## src/inc/nand_feat_pkg.sv

```systemverilog
// Constants, field layouts and carriers for the feature-command host.
// Assumes a 200 MHz pclk and an asynchronous NAND target on plain pins.
// Summary of operation
// - Feature commands only while every die idle
// - One address cycle, then wait tADL
// - After status polling, issue READ MODE first
// - Read four parameter bytes in order
// - Mode in bits 2:0; modes 0-4 only
// - Pick mode matching fastest host cycle rate
// - Relax bus timing below full drive strength
// - 90h with 08h enables ECC, 00h disables
package nand_feat_pkg;

   // ==================================================================
   // Timing
   localparam int CLK_PERIOD_PS = 5000;
   localparam int T_ADL_NS = 70;
   localparam int T_WHR_NS = 60;
   localparam int T_WB_NS = 100;
   localparam logic [7:0] ADL_CYC = 8'((T_ADL_NS * 1000 + CLK_PERIOD_PS - 1) / CLK_PERIOD_PS);
   localparam logic [7:0] WHR_CYC = 8'((T_WHR_NS * 1000 + CLK_PERIOD_PS - 1) / CLK_PERIOD_PS);
   localparam logic [7:0] WB_CYC = 8'((T_WB_NS * 1000 + CLK_PERIOD_PS - 1) / CLK_PERIOD_PS);
   localparam logic [7:0] PACE_RESET = 8'h04;
   localparam logic [7:0] PACE_MIN = 8'h04;
   localparam logic [7:0] RELAX_EXTRA = 8'h02;

   // ==================================================================
   // Target commands, feature addresses and parameter encodings
   localparam logic [7:0] CMD_SET_FEAT = 8'hef;
   localparam logic [7:0] CMD_GET_FEAT = 8'hee;
   localparam logic [7:0] CMD_STATUS = 8'h70;
   localparam logic [7:0] CMD_READ_MODE = 8'h00;
   localparam logic [7:0] FA_TIMING = 8'h01;
   localparam logic [7:0] FA_DRIVE = 8'h80;
   localparam logic [7:0] FA_PULLDN = 8'h81;
   localparam logic [7:0] FA_ARRAY = 8'h90;
   localparam logic [7:0] MASK_TIMING = 8'h07;
   localparam logic [7:0] MASK_STRENGTH = 8'h03;
   localparam logic [7:0] ECC_ON = 8'h08;
   localparam logic [7:0] ECC_OFF = 8'h00;
   localparam logic [7:0] TMODE_MAX = 8'h04;
   localparam int SR_READY_BIT = 6;

   // ==================================================================
   // APB register map of the host
   localparam logic [11:0] OFF_CTRL = 12'h000;
   localparam logic [11:0] OFF_FADDR = 12'h004;
   localparam logic [11:0] OFF_WPARAM = 12'h008;
   localparam logic [11:0] OFF_RPARAM = 12'h00c;
   localparam logic [11:0] OFF_STATUS = 12'h010;
   localparam logic [11:0] OFF_PACE = 12'h014;
   localparam logic [11:0] OFF_SHADOW = 12'h018;
   localparam int CTRL_START = 0;
   localparam int CTRL_GET = 1;
   localparam int CTRL_POLL = 2;
   localparam int ST_BUSY = 0;
   localparam int ST_DONE = 1;
   localparam int ST_REFUSED = 2;
   localparam int ST_READY = 3;
   localparam int SH_TMODE_LSB = 0;
   localparam int SH_DRIVE_LSB = 8;
   localparam int SH_PULLDN_LSB = 16;
   localparam int SH_ECC_BIT = 24;

   // ==================================================================
   // Carriers
   typedef struct packed {
      logic ce_n;
      logic cle;
      logic ale;
      logic we_n;
      logic re_n;
      logic io_oe;
      logic [7:0] io_out;
   } nand_out_s;

   typedef struct packed {
      logic [7:0] fourth_param_byte;
      logic [7:0] third_param_byte;
      logic [7:0] second_param_byte;
      logic [7:0] first_param_byte;
   } params_s;

   localparam nand_out_s PINS_IDLE = '{ce_n: 1'b1, cle: 1'b0, ale: 1'b0, we_n: 1'b1,
                                       re_n: 1'b1, io_oe: 1'b0, io_out: 8'h00};

endpackage

```

## src/logic/pace_divider.sv

```systemverilog
// Strobe pacing divider: one-cycle tick every period cycles while run.
// Assumes period is at least two; the caller clamps its base to 4, but adding the relax extra wraps 254 and 255 to 0 and 1.
`timescale 1ns/1ps
module pace_divider #(
   parameter int W = 8
) (
   input wire logic pclk,
   input wire logic presetn,
   input wire logic run,
   input wire logic [W-1:0] period,
   output logic tick
);
   logic [W-1:0] cnt_reg;

   if (W < 2) $error("pace_divider W too small");

   // Restarts from zero each operation so the first strobe is a full period away
   always_ff @(posedge pclk or negedge presetn) begin
      if (!presetn) begin
         cnt_reg <= '0;
      end else if (!run || tick) begin
         cnt_reg <= '0;
      end else begin
         cnt_reg <= cnt_reg + 1'b1;
      end
   end

   // Tick on the last count of the period
   assign tick = run && (cnt_reg >= period - 1'b1);

endmodule // pace_divider

```

## src/logic/nand_feature_host.sv

```systemverilog
// Host controller issuing set-features and get-features to a NAND target.
// Assumes software on APB and a target wired to the pin struct and rb_n.
`timescale 1ns/1ps
module nand_feature_host (
   input wire logic pclk,
   input wire logic presetn,
   input wire logic psel,
   input wire logic penable,
   input wire logic pwrite,
   input wire logic [11:0] paddr,
   input wire logic [31:0] pwdata,
   output logic pready,
   output logic [31:0] prdata,
   output logic pslverr,
   input wire logic rb_n,
   input wire logic [7:0] io_in,
   output nand_feat_pkg::nand_out_s nand_out
);

   typedef enum {
      S_IDLE, S_CMD, S_ADDR, S_ADL, S_WDATA, S_WB, S_RBWAIT,
      S_STCMD, S_STWHR, S_STRD, S_MODECMD, S_WHR, S_RDATA
   } state_e;

   state_e state_reg;
   logic half_reg;
   logic [1:0] byte_reg;
   logic [7:0] wait_reg;
   nand_feat_pkg::nand_out_s out_reg;
   nand_feat_pkg::params_s op_params_reg;
   logic [7:0] op_faddr_reg;
   logic op_get_reg;
   logic op_poll_reg;
   logic [31:0] rparam_reg;
   logic done_pulse_reg;
   logic rb_meta_reg, rb_sync_reg;
   logic [7:0] io_meta_reg, io_sync_reg;
   logic [7:0] faddr_reg;
   logic [31:0] wparam_reg;
   logic [7:0] pace_reg;
   logic done_reg, refused_reg;
   logic [2:0] tmode_reg;
   logic [1:0] drive_reg, pulldn_reg;
   logic ecc_reg;
   logic [31:0] prdata_reg;
   logic [31:0] rd_mux;
   logic addr_hit, wr_en, launch, params_ok, go_ok, tick;
   logic [7:0] pace_eff;
   nand_feat_pkg::params_s clean_params;

   // ==================================================================
   // Pin synchronisers; first stage feeds only the second
   always_ff @(posedge pclk or negedge presetn) begin
      if (!presetn) begin
         rb_meta_reg <= 1'b0;
         rb_sync_reg <= 1'b0;
         io_meta_reg <= 8'h00;
         io_sync_reg <= 8'h00;
      end else begin
         rb_meta_reg <= rb_n;
         rb_sync_reg <= rb_meta_reg;
         io_meta_reg <= io_in;
         io_sync_reg <= io_meta_reg;
      end
   end

   // ==================================================================
   // APB slave, zero wait states; read data captured in setup
   assign pready = psel & penable;
   assign wr_en = psel & penable & pwrite;
   assign pslverr = psel & penable & ~addr_hit;
   assign prdata = prdata_reg;
   assign launch = wr_en && paddr == nand_feat_pkg::OFF_CTRL &&
                   pwdata[nand_feat_pkg::CTRL_START] && state_reg == S_IDLE;

   // Decode and read mux
   always_comb begin
      addr_hit = 1'b1;
      rd_mux = 32'h0000_0000;
      case (paddr)
         nand_feat_pkg::OFF_CTRL: rd_mux = 32'h0000_0000;
         nand_feat_pkg::OFF_FADDR: rd_mux = {24'h00_0000, faddr_reg};
         nand_feat_pkg::OFF_WPARAM: rd_mux = wparam_reg;
         nand_feat_pkg::OFF_RPARAM: rd_mux = rparam_reg;
         nand_feat_pkg::OFF_PACE: rd_mux = {24'h00_0000, pace_reg};
         nand_feat_pkg::OFF_STATUS: begin
            rd_mux[nand_feat_pkg::ST_BUSY] = state_reg != S_IDLE;
            rd_mux[nand_feat_pkg::ST_DONE] = done_reg;
            rd_mux[nand_feat_pkg::ST_REFUSED] = refused_reg;
            rd_mux[nand_feat_pkg::ST_READY] = rb_sync_reg;
         end
         nand_feat_pkg::OFF_SHADOW: begin
            rd_mux[nand_feat_pkg::SH_TMODE_LSB +: 3] = tmode_reg;
            rd_mux[nand_feat_pkg::SH_DRIVE_LSB +: 2] = drive_reg;
            rd_mux[nand_feat_pkg::SH_PULLDN_LSB +: 2] = pulldn_reg;
            rd_mux[nand_feat_pkg::SH_ECC_BIT] = ecc_reg;
         end
         default: addr_hit = 1'b0;
      endcase
   end

   // Read data register
   always_ff @(posedge pclk or negedge presetn) begin
      if (!presetn) begin
         prdata_reg <= 32'h0000_0000;
      end else if (psel && !penable) begin
         prdata_reg <= rd_mux;
      end
   end

   // Software-written configuration
   always_ff @(posedge pclk or negedge presetn) begin
      if (!presetn) begin
         faddr_reg <= 8'h00;
         wparam_reg <= 32'h0000_0000;
         pace_reg <= nand_feat_pkg::PACE_RESET;
      end else if (wr_en) begin
         if (paddr == nand_feat_pkg::OFF_FADDR) begin
            faddr_reg <= pwdata[7:0];
         end
         if (paddr == nand_feat_pkg::OFF_WPARAM) begin
            wparam_reg <= pwdata;
         end
         if (paddr == nand_feat_pkg::OFF_PACE) begin
            // Clamp keeps strobes long enough for the synchronised sample
            pace_reg <= (pwdata[7:0] < nand_feat_pkg::PACE_MIN) ?
                        nand_feat_pkg::PACE_MIN : pwdata[7:0];
         end
      end
   end

   // ==================================================================
   // Launch checks and parameter cleaning
   always_comb begin
      clean_params = '0;
      params_ok = 1'b1;
      case (faddr_reg)
         nand_feat_pkg::FA_TIMING: begin
            clean_params.first_param_byte = wparam_reg[7:0] & nand_feat_pkg::MASK_TIMING;
            params_ok = clean_params.first_param_byte <= nand_feat_pkg::TMODE_MAX;
         end
         nand_feat_pkg::FA_DRIVE, nand_feat_pkg::FA_PULLDN: begin
            clean_params.first_param_byte = wparam_reg[7:0] & nand_feat_pkg::MASK_STRENGTH;
         end
         nand_feat_pkg::FA_ARRAY: begin
            clean_params.first_param_byte = wparam_reg[7:0];
            params_ok = wparam_reg[7:0] == nand_feat_pkg::ECC_ON ||
                        wparam_reg[7:0] == nand_feat_pkg::ECC_OFF;
         end
         default: params_ok = pwdata[nand_feat_pkg::CTRL_GET];
      endcase
      if (pwdata[nand_feat_pkg::CTRL_GET]) begin
         params_ok = 1'b1;
      end
   end

   // Refuse while any die is busy or the settings are not encodable
   assign go_ok = launch && rb_sync_reg && params_ok;

   // Sticky completion and refusal; a set in the clearing cycle wins
   always_ff @(posedge pclk or negedge presetn) begin
      if (!presetn) begin
         done_reg <= 1'b0;
         refused_reg <= 1'b0;
      end else begin
         if (done_pulse_reg) begin
            done_reg <= 1'b1;
         end else if (wr_en && paddr == nand_feat_pkg::OFF_STATUS &&
                      pwdata[nand_feat_pkg::ST_DONE]) begin
            done_reg <= 1'b0;
         end
         if (launch && !go_ok) begin
            refused_reg <= 1'b1;
         end else if (wr_en && paddr == nand_feat_pkg::OFF_STATUS &&
                      pwdata[nand_feat_pkg::ST_REFUSED]) begin
            refused_reg <= 1'b0;
         end
      end
   end

   // ==================================================================
   // Strobe pacing; weaker output drive stretches every cycle
   assign pace_eff = (drive_reg != 2'b00) ?
                     8'(pace_reg + nand_feat_pkg::RELAX_EXTRA) : pace_reg;

   pace_divider #(.W(8)) u_pace (
      .pclk(pclk),
      .presetn(presetn),
      .run(state_reg != S_IDLE),
      .period(pace_eff),
      .tick(tick)
   );

   assign nand_out = out_reg;

   // ==================================================================
   // Pin sequencer: each pin cycle is strobe low on one tick, high on the next
   always_ff @(posedge pclk or negedge presetn) begin
      if (!presetn) begin
         state_reg <= S_IDLE;
         half_reg <= 1'b0;
         byte_reg <= 2'd0;
         wait_reg <= 8'h00;
         out_reg <= nand_feat_pkg::PINS_IDLE;
         op_params_reg <= '0;
         op_faddr_reg <= 8'h00;
         op_get_reg <= 1'b0;
         op_poll_reg <= 1'b0;
         rparam_reg <= 32'h0000_0000;
         done_pulse_reg <= 1'b0;
      end else begin
         done_pulse_reg <= 1'b0;
         if (wait_reg != 8'h00) begin
            wait_reg <= wait_reg - 8'h01;
         end
         case (state_reg)
            S_IDLE: begin
               if (go_ok) begin
                  op_params_reg <= clean_params;
                  op_faddr_reg <= faddr_reg;
                  op_get_reg <= pwdata[nand_feat_pkg::CTRL_GET];
                  op_poll_reg <= pwdata[nand_feat_pkg::CTRL_POLL];
                  out_reg.ce_n <= 1'b0;
                  out_reg.cle <= 1'b1;
                  out_reg.io_oe <= 1'b1;
                  out_reg.io_out <= pwdata[nand_feat_pkg::CTRL_GET] ?
                                    nand_feat_pkg::CMD_GET_FEAT :
                                    nand_feat_pkg::CMD_SET_FEAT;
                  half_reg <= 1'b0;
                  state_reg <= S_CMD;
               end
            end
            S_CMD, S_ADDR, S_WDATA, S_STCMD, S_MODECMD: begin
               if (tick && !half_reg) begin
                  out_reg.we_n <= 1'b0;
                  half_reg <= 1'b1;
               end else if (tick) begin
                  out_reg.we_n <= 1'b1;
                  half_reg <= 1'b0;
                  case (state_reg)
                     S_CMD: begin
                        out_reg.cle <= 1'b0;
                        out_reg.ale <= 1'b1;
                        out_reg.io_out <= op_faddr_reg;
                        state_reg <= S_ADDR;
                     end
                     S_ADDR: begin
                        out_reg.ale <= 1'b0;
                        if (op_get_reg) begin
                           out_reg.io_oe <= 1'b0;
                           wait_reg <= nand_feat_pkg::WB_CYC;
                           state_reg <= S_WB;
                        end else begin
                           wait_reg <= nand_feat_pkg::ADL_CYC;
                           state_reg <= S_ADL;
                        end
                     end
                     S_WDATA: begin
                        if (byte_reg == 2'd3) begin
                           out_reg.io_oe <= 1'b0;
                           wait_reg <= nand_feat_pkg::WB_CYC;
                           state_reg <= S_WB;
                        end else begin
                           byte_reg <= byte_reg + 2'd1;
                           out_reg.io_out <= op_params_reg[8 * (byte_reg + 2'd1) +: 8];
                        end
                     end
                     S_STCMD: begin
                        out_reg.cle <= 1'b0;
                        out_reg.io_oe <= 1'b0;
                        wait_reg <= nand_feat_pkg::WHR_CYC;
                        state_reg <= S_STWHR;
                     end
                     default: begin
                        out_reg.cle <= 1'b0; // READ MODE sent, data output follows
                        out_reg.io_oe <= 1'b0;
                        wait_reg <= nand_feat_pkg::WHR_CYC;
                        state_reg <= S_WHR;
                     end
                  endcase
               end
            end
            S_ADL: begin
               if (wait_reg == 8'h00) begin
                  byte_reg <= 2'd0;
                  out_reg.io_out <= op_params_reg.first_param_byte;
                  state_reg <= S_WDATA;
               end
            end
            S_WB: begin
               // Busy may take tWB to show, so neither poll nor trust rb_n earlier
               if (wait_reg == 8'h00) begin
                  if (op_poll_reg) begin
                     out_reg.cle <= 1'b1;
                     out_reg.io_oe <= 1'b1;
                     out_reg.io_out <= nand_feat_pkg::CMD_STATUS;
                     state_reg <= S_STCMD;
                  end else begin
                     state_reg <= S_RBWAIT;
                  end
               end
            end
            S_RBWAIT: begin
               // Wait covers tFEAT or the longer interface change alike
               if (rb_sync_reg) begin
                  if (op_get_reg) begin
                     wait_reg <= nand_feat_pkg::WHR_CYC;
                     state_reg <= S_WHR;
                  end else begin
                     out_reg <= nand_feat_pkg::PINS_IDLE;
                     done_pulse_reg <= 1'b1;
                     state_reg <= S_IDLE;
                  end
               end
            end
            S_STWHR: begin
               if (wait_reg == 8'h00) begin
                  state_reg <= S_STRD;
               end
            end
            S_STRD, S_RDATA: begin
               if (tick && !half_reg) begin
                  out_reg.re_n <= 1'b0;
                  half_reg <= 1'b1;
               end else if (tick) begin
                  out_reg.re_n <= 1'b1;
                  half_reg <= 1'b0;
                  if (state_reg == S_RDATA) begin
                     rparam_reg[8 * byte_reg +: 8] <= io_sync_reg;
                     if (byte_reg == 2'd3) begin
                        out_reg <= nand_feat_pkg::PINS_IDLE;
                        done_pulse_reg <= 1'b1;
                        state_reg <= S_IDLE;
                     end else begin
                        byte_reg <= byte_reg + 2'd1;
                     end
                  end else if (io_sync_reg[nand_feat_pkg::SR_READY_BIT]) begin
                     if (op_get_reg) begin
                        out_reg.cle <= 1'b1;
                        out_reg.io_oe <= 1'b1;
                        out_reg.io_out <= nand_feat_pkg::CMD_READ_MODE;
                        state_reg <= S_MODECMD;
                     end else begin
                        out_reg <= nand_feat_pkg::PINS_IDLE;
                        done_pulse_reg <= 1'b1;
                        state_reg <= S_IDLE;
                     end
                  end
               end
            end
            S_WHR: begin
               if (wait_reg == 8'h00) begin
                  byte_reg <= 2'd0;
                  state_reg <= S_RDATA;
               end
            end
            default: begin
               out_reg <= nand_feat_pkg::PINS_IDLE;
               state_reg <= S_IDLE;
            end
         endcase
      end
   end

   // ==================================================================
   // Shadow of target settings; only a power-on reset clears it
   always_ff @(posedge pclk or negedge presetn) begin
      if (!presetn) begin
         tmode_reg <= 3'd0;
         drive_reg <= 2'd0;
         pulldn_reg <= 2'd0;
         ecc_reg <= 1'b0;
      end else if (done_pulse_reg && !op_get_reg) begin
         case (op_faddr_reg)
            nand_feat_pkg::FA_TIMING: tmode_reg <= op_params_reg.first_param_byte[2:0];
            nand_feat_pkg::FA_DRIVE: drive_reg <= op_params_reg.first_param_byte[1:0];
            nand_feat_pkg::FA_PULLDN: pulldn_reg <= op_params_reg.first_param_byte[1:0];
            nand_feat_pkg::FA_ARRAY: ecc_reg <= op_params_reg.first_param_byte[3];
            default: ecc_reg <= ecc_reg;
         endcase
      end
   end

endmodule // nand_feature_host

```

## config.mk

```make
export PLATFORM = sky130hd
export DESIGN_NAME = nand_feature_host
export DESIGN_NICKNAME = d
export VERILOG_FILES = /design/src/inc/nand_feat_pkg.sv /design/src/logic/pace_divider.sv /design/src/logic/nand_feature_host.sv
export SDC_FILE = /design/constraint.sdc
export NUM_CORES = 1
export LEC_CHECK = 0
export CORE_UTILIZATION = 60
export CTS_CLUSTER_DIAMETER = 80
export DETAILED_ROUTE_END_ITERATION = 10
export DONT_BUFFER_PORTS = 1
export PLACE_DENSITY_LB_ADDON = 0.1
export RECOVER_POWER = 100
export SETUP_SLACK_MARGIN = 0.2
export SYNTH_ARGS = -nofsm -noshare
export SYNTH_HDL_FRONTEND = slang
export SYNTH_HIERARCHICAL = 1
export SYNTH_SLANG_ARGS = --single-unit
```

## constraint.sdc

```tcl
create_clock -name pclk -period 5.9 [get_ports pclk]
set_input_delay 1.18 -clock pclk [delete_from_list [all_inputs] [get_ports pclk]]
set_output_delay 1.18 -clock pclk [all_outputs]
set_load 0.03 [all_outputs]
```

==> impl_metrics.toml <==
[drt]
drc_errors = 0
drt-total-wl_mm = 25.3
ant_nets = 0
first_pass_iters = 8
drt_iter0_drc = 828
viasPerCell = 6.34
wl_per_cell_um = 20.8
route.vias.total = 7710

[sta]
fin_crit_sh_pct = 84.9
finalSetupTns_ns = 0
slew_headroom_pct = -0.844
tightestPinTransition_ns = 1.49
setup_viol = 0
hold_violations = 0
fmax_mhz = 200
period_minus_slack_ns = 5.01
slew_viol_final = 1
fin_skew_ns = 0.0106
rsz0062_at_grt = "false"

[place]
portBuffers = 0
gp_congestion = 0.959
hpwlAfterDp_mm = 17.6

[clock_tree]
htreeDepth = 4
cts.sinks = 196
postCtsSetupBuffers = 0
clkSlewWorstSetupHoldPaths_ns = 0.08
holdBufCountCts = 0
cts_buffer_depth = 2
post_cts_resized = 0
clock_insertion_delay_worst_skew_ns = 0.44
cts-buffers-inserted = 17
cts_tree = "built"
root_buffer = "clkbuf_16"

[die]
die_height_um = 131
rows = 46
dieArea_um2 = 17100
die_w_um = 131
ioPinCount = 106
core_um2 = 16100
initial_core_util_pct = 61.9

[synth]
synth_top_area_cell = "dfrtp_1"
synth_top_family_by_area = "simple AND/OR/NAND/NOR gates"
synth_ff_type = "dfrtp_1"
muxShareOfSynthArea_pct = 8.45
synth-compound-area-share_pct = 16.1
synth_edf_count = 0
async_flop_share_pct = 100
syn_nets = 1089
syn_area_um2 = 9950
ys_warn_count = 6
yosys-top-cells-count = "dfrtp_1 (192), nand2_1 (160), nor2_1 (93), o21ai_0 (84), mux2_2 (64)"
synth.top_cell.area_share_pct = 48.3
synth-adder-area-share_pct = 2.69
yosysUniqueCellTypes = 77
synthCells = 1012
syn_area_per_cell_um2 = 9.83
synthSimpleGateAreaFrac_pct = 17.7
ys_seq_area_share_pct = 49.4
synth_seq_cells = 196
synthTopCellsByArea = "dfrtp_1 (48%), mux2_2 (7.2%), nand2_1 (6.0%), o21ai_0 (4.2%), nor2_1 (3.5%)"
synthXorXnorAreaFrac_pct = 2.47
synth.most_common_cell = "dfrtp_1"

[outcome]
violations = "capacitance limit, slew limit"
status = "finished, violations left"

[pwr]
ir_drop_mv = 0.242
p_leak_nw = 4.66
power.density_nw_per_um2 = 383

[global_route]
antenna_found_initial = 0
grt_pass1_vias = 7257
grt_first_pass_wirelength_mm = 39.8
overflow = 0
grt_start_max_net_pins = 197
grt.total_usage_pct = 31.1

[min_path]
hold_depth = 0
min-delay-start = "io_meta_reg[6]"
hold_end = "io_sync_reg[6]"
min_path_type = "flip-flop to flip-flop"

[final_layout]
fillCellCount = 1291
final-seq-area_um2 = 4910
syn_to_final_growth_pct = 6.58
utilization_pct = 66.0
diodes = 0
drive_gt1_share_pct = 11.0
multiInputGateArea_um2 = 4660
nets = 1065

[setup_path]
worstPathMaxFanout = 19
r2r_start = "pace_reg[2]"
crit_path_start_kind = "flip-flop"
crit_type = "flip-flop to flip-flop"
critPathArrivalTime_ns = 5.33
critical_path_required_ns = 6.22
ff2ff_setup_slack_ns = 0.89
worstSetupEndpointType = "flip-flop"
rr_worst_depth = 17
r2r_end = "nand_out[4]"

[flow_run]
cap_violations = 1
==> logic make-up (layout without fill, tap and decap cells) <==
logic type	count (synthesis)	count (layout)
adder cells (fa/ha/maj)	22	22
AO/OA/AOI/OAI	235	235
multiplexers	76	76
XOR/XNOR	28	28
flip-flops	196	196
AND/OR/NAND/NOR	374	374
buffers and inverters	81	70
==> layout by cell type (no fill, tap or decap), types with 18 or more instances in the layout <==
cell      instances
inv_1            22
o21ai_0          84
mux2_2           60
nor3_1           23
dfrtp_1         192
nor2_1           93
ha_1             19
nand2_1         160
nand3_1          18
a21oi_1          31
a221oi_1         24
==> worst max path at each step <==
stage | start | end | depth (start not counted)
finish | pace_reg[2] | nand_out[4] | 17
global route | pace_reg[2] | nand_out[4] | 17
CTS | pace_reg[2] | state_reg[0] | 16
detailed placement | pace_reg[2] | state_reg[0] | 16
global placement | pace_reg[2] | state_reg[0] | 16
floorplan | pace_reg[2] | nand_out[0] | 18
==> layer usage <==
metal	track usage (%)	part of all wire [%]
met1	44.2	44
met2	47.6	46
met3	6.27	7.5
met4	11.3	2.8
met5	0	0
==> critical path, cell delays in order (launching register included) <==
cell and delay [ns]:
dfstp_1 0.59, ha_1 0.19, o2111ai_1 0.16, xnor2_1 0.20, nor4_1 0.37, nand2_1 0.11
xor2_1 0.16, ha_1 0.31, a21oi_1 0.15, o21a_1 0.15, o31ai_1 0.12, and2_0 0.19
buf_4 0.20, nor2b_1 0.24, a211oi_1 0.29, o22ai_1 0.13, a211oi_1 0.91, mux2_2 0.42
==> report_power, final <==
part	switching (mW)	leakage [nW]	total, mW	internal (mW)
Clock	0.554	0.281	1.13	0.573
Combinational	0.750	1.80	1.23	0.478
Sequential	0.228	2.58	1.70	1.48
==> final cells by class <==
cell class                 count  area share (%)
timing repair buffer          14           0.814
multi-input combinational    735            44.0
tap                          216            2.55
clock inverter                13            1.29
inverter                      24           0.850
sequential                   196            46.3
clock buffer                  19            4.18
==> through the flow <==
step	cell area (um^2)	power [mW]	hold slack, ns	setup slack, ns	cells
2_1_floorplan	9950	2.69	0.331	1.76	1012
3_3_place_gp	10100	2.96	0.332	1.35	1185
5_1_grt	10600	4.28	0.359	0.506	1217
3_5_place_dp	10100	2.96	0.338	1.31	1185
4_1_cts	10700	4.09	0.352	1.27	1217
6_report	10600	4.06	0.352	0.893	1217
Note: power is estimated with default switching activity, not from simulation.
